**src/exec_pkg.sv**
```systemverilog
// Package with opcodes, widths and reset values for the return/rotate/OR execution block.
package exec_pkg;

  localparam int DATA_W = 8;
  localparam int PC_W   = 11;

  typedef enum logic [2:0] {
    OP_NONE,
    OP_ACCUMULATOR_OR_INTO_MEMORY,
    OP_SUBROUTINE_EXIT,
    OP_SUBROUTINE_EXIT_WITH_LITERAL,
    OP_INTERRUPT_EXIT,
    OP_MEMORY_ROTATE_LEFT
  } exec_op_t;

  typedef enum logic [1:0] {
    ST_IDLE,
    ST_MEM_WRITE,
    ST_VECTOR
  } exec_state_t;

  localparam logic [DATA_W-1:0] ACC_RESET  = 8'h00;
  localparam logic [DATA_W-1:0] ZERO_BYTE  = 8'h00;
  localparam logic [PC_W-1:0]   PC_RESET   = 11'h000;
  localparam logic              MIE_RESET  = 1'h0;
  localparam logic              ZERO_RESET = 1'h0;
  localparam int                MSB_POS    = DATA_W - 1;

endpackage : exec_pkg

```
**src/byte_alu.sv**
```systemverilog
// Combinational byte operations: OR, rotate left and zero detect.
`timescale 1ns/1ps
module byte_alu
  import exec_pkg::*;
#(
  parameter int WIDTH = DATA_W
) (
  input  wire logic             rotate_sel,
  input  wire logic [WIDTH-1:0] acc_value,
  input  wire logic [WIDTH-1:0] mem_value,
  output logic      [WIDTH-1:0] result,
  output logic                  result_zero
);

  // A rotate needs at least two bits to move anything.
  if (WIDTH < 2) begin : g_bad_width
    $error("byte_alu: WIDTH must be at least 2");
  end

  logic [WIDTH-1:0] rotated;

  // Each bit moves up one place; the top bit wraps into bit zero.
  genvar i;
  generate
    for (i = 0; i < WIDTH; i++) begin : g_rot
      if (i == 0) begin : g_wrap
        assign rotated[0] = mem_value[WIDTH-1];
      end else begin : g_shift
        assign rotated[i] = mem_value[i-1];
      end
    end
  endgenerate

  always_comb begin
    result      = rotate_sel ? rotated : (acc_value | mem_value);
    result_zero = (result == '0);
  end

endmodule : byte_alu

```
**src/exec_unit.sv**
```systemverilog
// Execution of memory OR, rotate left, subroutine and interrupt exits with interrupt gating.
//
// How it works
// - Memory OR writes accumulator OR byte back to memory, updates only zero flag.
// - Subroutine exit loads program counter from stack top, flags unchanged.
// - Exit with literal restores program counter and loads immediate into accumulator.
// - Interrupt exit restores program counter and sets master interrupt enable to one.
// - Interrupt pending at interrupt exit is serviced before main program resumes.
// - Master interrupt enable gates all interrupts; cleared means none serviced.
// - Rotate left moves bit i to i+1 and bit 7 into bit 0.
`timescale 1ns/1ps
module exec_unit
  import exec_pkg::*;
#(
  parameter int                DW         = DATA_W,
  parameter int                AW         = PC_W,
  parameter logic [PC_W-1:0]   INT_VECTOR = 11'h004
) (
  input  wire logic                 clock,
  input  wire logic                 rst,
  input  wire logic                 op_valid,
  input  wire exec_pkg::exec_op_t   op_code,
  input  wire logic [DW-1:0]        op_literal,
  input  wire logic [DW-1:0]        mem_rdata,
  input  wire logic [AW-1:0]        stack_top,
  input  wire logic                 int_request,
  input  wire logic                 mie_clear,
  output logic                      busy,
  output logic                      mem_we,
  output logic [DW-1:0]             mem_wdata,
  output logic                      stack_pop,
  output logic                      stack_push,
  output logic [AW-1:0]             push_addr,
  output logic                      pc_load,
  output logic [AW-1:0]             pc_value,
  output logic [DW-1:0]             acc,
  output logic                      zero_flag,
  output logic                      master_interrupt_enable,
  output logic                      int_ack
);

  import exec_pkg::*;

  // The reset constants and INT_VECTOR use the package widths, so other widths cannot be served.
  if (DW != DATA_W) begin : g_bad_dw
    $error("exec_unit: DW must equal DATA_W");
  end
  if (AW != PC_W) begin : g_bad_aw
    $error("exec_unit: AW must equal PC_W");
  end

  // The request pin comes from peripheral logic in another domain.
  logic int_sync1_reg;
  logic int_sync2_reg;

  always_ff @(posedge clock) begin
    if (rst) begin
      int_sync1_reg <= 1'h0;
      int_sync2_reg <= 1'h0;
    end else begin
      int_sync1_reg <= int_request;
      int_sync2_reg <= int_sync1_reg;
    end
  end

  exec_state_t       state_reg, state_next;
  logic [DW-1:0]     acc_reg, acc_next;
  logic              zero_reg, zero_next;
  logic              mie_reg, mie_next;
  logic [DW-1:0]     wdata_reg, wdata_next;
  logic              we_reg, we_next;
  logic              pop_reg, pop_next;
  logic              push_reg, push_next;
  logic [AW-1:0]     push_addr_reg, push_addr_next;
  logic              pc_load_reg, pc_load_next;
  logic [AW-1:0]     pc_reg, pc_next;
  logic              ack_reg, ack_next;
  logic              rot_sel_reg, rot_sel_next;
  // Busy is kept in its own flop so the output never carries a decode glitch.
  logic              busy_reg, busy_next;
  logic [DW-1:0]     alu_result;
  logic              alu_zero;

  byte_alu #(
    .WIDTH(DW)
  ) u_alu (
    .rotate_sel (rot_sel_reg),
    .acc_value  (acc_reg),
    .mem_value  (mem_rdata),
    .result     (alu_result),
    .result_zero(alu_zero)
  );

  always_comb begin
    state_next     = state_reg;
    acc_next       = acc_reg;
    zero_next      = zero_reg;
    mie_next       = mie_reg;
    wdata_next     = wdata_reg;
    we_next        = 1'h0;
    pop_next       = 1'h0;
    push_next      = 1'h0;
    push_addr_next = push_addr_reg;
    pc_load_next   = 1'h0;
    pc_next        = pc_reg;
    ack_next       = 1'h0;
    rot_sel_next   = rot_sel_reg;
    if (mie_clear) begin
      mie_next = 1'h0;
    end
    unique case (state_reg)
      ST_IDLE: begin
        if (op_valid) begin
          unique case (op_code)
            OP_ACCUMULATOR_OR_INTO_MEMORY: begin
              rot_sel_next = 1'h0;
              state_next   = ST_MEM_WRITE;
            end
            OP_MEMORY_ROTATE_LEFT: begin
              rot_sel_next = 1'h1;
              state_next   = ST_MEM_WRITE;
            end
            OP_SUBROUTINE_EXIT: begin
              pop_next     = 1'h1;
              pc_load_next = 1'h1;
              pc_next      = stack_top;
            end
            OP_SUBROUTINE_EXIT_WITH_LITERAL: begin
              pop_next     = 1'h1;
              pc_load_next = 1'h1;
              pc_next      = stack_top;
              acc_next     = op_literal;
            end
            OP_INTERRUPT_EXIT: begin
              pop_next     = 1'h1;
              pc_load_next = 1'h1;
              pc_next      = stack_top;
              mie_next     = 1'h1;
              // Set wins over a simultaneous clear so the exit is never undone.
              if (int_sync2_reg) begin
                state_next = ST_VECTOR;
              end
            end
            default: begin
            end
          endcase
        end else if (int_sync2_reg && mie_reg) begin
          push_addr_next = pc_reg;
          state_next     = ST_VECTOR;
        end
      end
      ST_MEM_WRITE: begin
        // The memory byte must still stand here, one cycle after issue.
        wdata_next = alu_result;
        we_next    = 1'h1;
        // Rotate leaves the zero flag alone; only the OR updates it.
        if (!rot_sel_reg) begin
          zero_next = alu_zero;
        end
        state_next = ST_IDLE;
      end
      ST_VECTOR: begin
        // The return address is saved and interrupts are masked until the next interrupt exit.
        push_next      = 1'h1;
        push_addr_next = pc_reg;
        pc_load_next   = 1'h1;
        pc_next        = INT_VECTOR;
        mie_next       = 1'h0;
        ack_next       = 1'h1;
        state_next     = ST_IDLE;
      end
    endcase
    busy_next = (state_next != ST_IDLE);
  end

  always_ff @(posedge clock) begin
    if (rst) begin
      state_reg     <= ST_IDLE;
      acc_reg       <= ACC_RESET;
      zero_reg      <= ZERO_RESET;
      mie_reg       <= MIE_RESET;
      wdata_reg     <= ZERO_BYTE;
      we_reg        <= 1'h0;
      pop_reg       <= 1'h0;
      push_reg      <= 1'h0;
      push_addr_reg <= PC_RESET;
      pc_load_reg   <= 1'h0;
      pc_reg        <= PC_RESET;
      ack_reg       <= 1'h0;
      rot_sel_reg   <= 1'h0;
      busy_reg      <= 1'h0;
    end else begin
      state_reg     <= state_next;
      acc_reg       <= acc_next;
      zero_reg      <= zero_next;
      mie_reg       <= mie_next;
      wdata_reg     <= wdata_next;
      we_reg        <= we_next;
      pop_reg       <= pop_next;
      push_reg      <= push_next;
      push_addr_reg <= push_addr_next;
      pc_load_reg   <= pc_load_next;
      pc_reg        <= pc_next;
      ack_reg       <= ack_next;
      rot_sel_reg   <= rot_sel_next;
      busy_reg      <= busy_next;
    end
  end

  assign busy                    = busy_reg;
  assign mem_we                  = we_reg;
  assign mem_wdata               = wdata_reg;
  assign stack_pop               = pop_reg;
  assign stack_push              = push_reg;
  assign push_addr               = push_addr_reg;
  assign pc_load                 = pc_load_reg;
  assign pc_value                = pc_reg;
  assign acc                     = acc_reg;
  assign zero_flag               = zero_reg;
  assign master_interrupt_enable = mie_reg;
  assign int_ack                 = ack_reg;

endmodule : exec_unit

```
**config.mk**
```make
export PLATFORM = sky130hd
export DESIGN_NAME = exec_unit
export DESIGN_NICKNAME = d
export VERILOG_FILES = /design/src/exec_pkg.sv /design/src/byte_alu.sv /design/src/exec_unit.sv
export SDC_FILE = /design/constraint.sdc
export NUM_CORES = 1
export LEC_CHECK = 0
export CELL_PAD_IN_SITES_DETAIL_PLACEMENT = 1
export CELL_PAD_IN_SITES_GLOBAL_PLACEMENT = 2
export CORE_AREA = 2 2 77 79
export DETAILED_ROUTE_END_ITERATION = 8
export DIE_AREA = 0 0 79 81
export DONT_BUFFER_PORTS = 1
export PLACE_DENSITY = 0.89
export SLEW_MARGIN = 20
export SYNTH_ARGS = -nofsm -noshare
export SYNTH_HDL_FRONTEND = slang
export SYNTH_HIERARCHICAL = 1
export SYNTH_SLANG_ARGS = --single-unit
```
**constraint.sdc**
```tcl
create_clock -name clock -period 4.6 [get_ports clock]
set_input_delay 0.92 -clock clock [delete_from_list [all_inputs] [get_ports clock]]
set_output_delay 0.92 -clock clock [all_outputs]
set_load 0.01 [all_outputs]
```
==> metrics.yaml <==
yosys-top-cells-area: "dfxtp_1 49%, mux2i_1 8.8%, nand2_1 7.3%, nor2_1 6.2%, a22oi_1 3.6%"
ant_nets: 0
fmax_ghz: 0.467
core_mm2: 0.00568
first_global_vias: 1584
cts_resized: 0
finClkSkew_ns: 0.00696
fp.dieW_um: 79
placed_area_mm2: 0.00210
cts.sinks: 50
diodes: 0
rows: 28
cts_root_buf: "clkbuf_8"
netlist_top_cells_count: "50 x dfxtp_1, 40 x nand2_1, 34 x nor2_1, 18 x mux2i_1, 13 x a21oi_1"
cts_setup_buffers: 0
finalSetupViolCount: 0
placed_cells: 289
ys_types: 38
synth_top_area_frac: 0.487
hpwl_um: 3520
synth_nets: 263
htreeDepth: 2
crit_type: "flip-flop to flip-flop"
pin_count: 81
area_delta_synth_final_pct: 7.30
grt_max_degree: 49
drc: 0
min_path_type: "flip-flop to flip-flop"
finalInstanceArea_mm2: 0.00221
slew_viol_final: 0
place_congestion: 0.816
final_cells: 297
die_area_mm2: 0.00640
worst-path-buf-inv: 1
ctsHoldBuffers: 0
worstMarginPinSlew_ns: 0.908
crit_path_start_kind: "flip-flop"
drive_above_1_share: 0.0811
clk_pin_slew_ns: 0.09
synthArstFlopShare: 0
crit_family: "compound AO/OA/AOI/OAI gates"
yosysMostFrequentCell: "dfxtp_1"
pwr-share-comb: 0.070
status: "completed"
vias_per_cell: 5.20
cp_cell_sequence: "inv_1, ha_1, and2b_1, a21oi_1, nand2_1, a21oi_1"
cpMostUsedCell: "a21oi_1"
synth_flop_cell: "dfxtp_1"
synth_edf_count: 0
crit_slowest_cell: "a21oi_1"
tns_ns: 0
p_clk_frac: 0.371
synth_area_mm2: 0.00206
syn_inst: 225
die_h_um: 81
p_seq_frac: 0.560
ys_seq_area_frac: 0.487
crit_fanout: 11
clk_latency_ns: 0.30
slew-limit-headroom: 0.395
switching_share: 0.232
worstPathRequired_ns: 4.83
antenna_found_initial: 0
overflow: 0
drt_first_pass_iters: 4
io_buffers: 0
dr_total_vias: 1544
crit_path_max_incr_delay_ns: 0.72
avgSynthCellArea_um2: 9.14
period_share: 0.465
cp.arrival_ns: 2.37
wl_per_cell_um: 16.0
ys_warn_count: 6
synth_seq_cells: 50
cts_tree: "yes"
cts_buffers: 5
utilization: 0.389
vdd_drop_max_mv: 0.135
power_leakage_uw: 0.000847
grt_use_total: 0.158
finalWorstPathRequiredPeriod_ns: 2.14
drtIter0Drc: 66
yosys.area.top_type: "dfxtp_1"
routed_wl_um: 4760
power_density_mw_per_mm2: 376
power.switching_uw: 192
nets: 259
hold_violations: 0
cap_violations: 0
rsz0062_at_grt: "false"
critPathCaptureType: "flip-flop"
grt_pass1_wl_um: 7770
clock_path_buffers: 2
start_util: 0.362
p_int_uw: 637
## worst paths after layout
check / start / endpoint / slack [ns] / depth (start not counted)
max: state_reg[0] / push_addr[2] / 2.46 / 6
min: int_sync1_reg / int_sync2_reg / 0.44 / 1
max reg2reg: state_reg[0] / push_addr[2] / 2.46 / 6
min reg2reg: int_sync1_reg / int_sync2_reg / 0.44 / 1
## per-stage QoR
stage               power (uW)  hold slack (ns)  worst slack [ns]
floorplan                  527            0.414              2.62
global placement           532            0.418              2.47
detailed placement         534            0.427              2.38
CTS                        843            0.449              2.44
global route               874            0.467              2.24
finish                     830            0.443              2.46
## area by class of cell
type                       count  area (um2)
fill                         672        3470
sequential                    50        1000
multi-input combinational    160         987
tap                           75        93.8
clock buffer                   6        72.6
clock inverter                 2        37.5
inverter                       4        15.0
## routing by layer
metal / routed length (um) / GRT usage
met1: 2020 / 0.179
met2: 2230 / 0.267
met3: 476 / 0.0722
met4: 25 / 0.0466
met5: 0 / 0
## logic make-up (layout without fill, tap and decap cells)
group                      Yosys count  after routing  synth area share
DFF                                 50             50             0.487
AOI/OAI and AO/OA                   41             41             0.153
buffers and inverters               15             12            0.0335
muxes                               19             19            0.0931
and+or+nand+nor                     97             97             0.216
adders and majority gates            3              3            0.0183
## power by group through the flow
stage | sequential (uW) | combinational (uW) | clock, uW
5_1_grt | 467 | 65.8 | 341
3_3_place_gp | 475 | 57.3 | 0
6_report | 464 | 57.8 | 308
3_5_place_dp | 475 | 58.8 | 0
2_1_floorplan | 470 | 56.5 | 0
4_1_cts | 465 | 59.1 | 319
## cell usage in the layout (no fill, tap or decap), types with 2 or more instances in the layout
cell and count:
nand4_1 4, inv_1 4, and2b_1 2, a22oi_1 10
nor2_1 34, o21bai_1 4, nand2_1 40, ha_1 3
clkbuf_8 5, mux2i_1 18, dfxtp_1 50, a21oi_1 13
nor2b_1 6, o21bai_2 4, nand2b_1 2
## worst reg2reg max path, delay by kind of cell (launching register included)
| family | cells | cell delay [ns] |
|---|---|---|
| AOI/OAI and AO/OA | 2 | 0.87 |
| and+or+nand+nor | 2 | 0.42 |
| DFF | 1 | 0.39 |
| adders and majority gates | 1 | 0.31 |
| buffers and inverters | 1 | 0.08 |
Power figures use the tool's default switching activity.
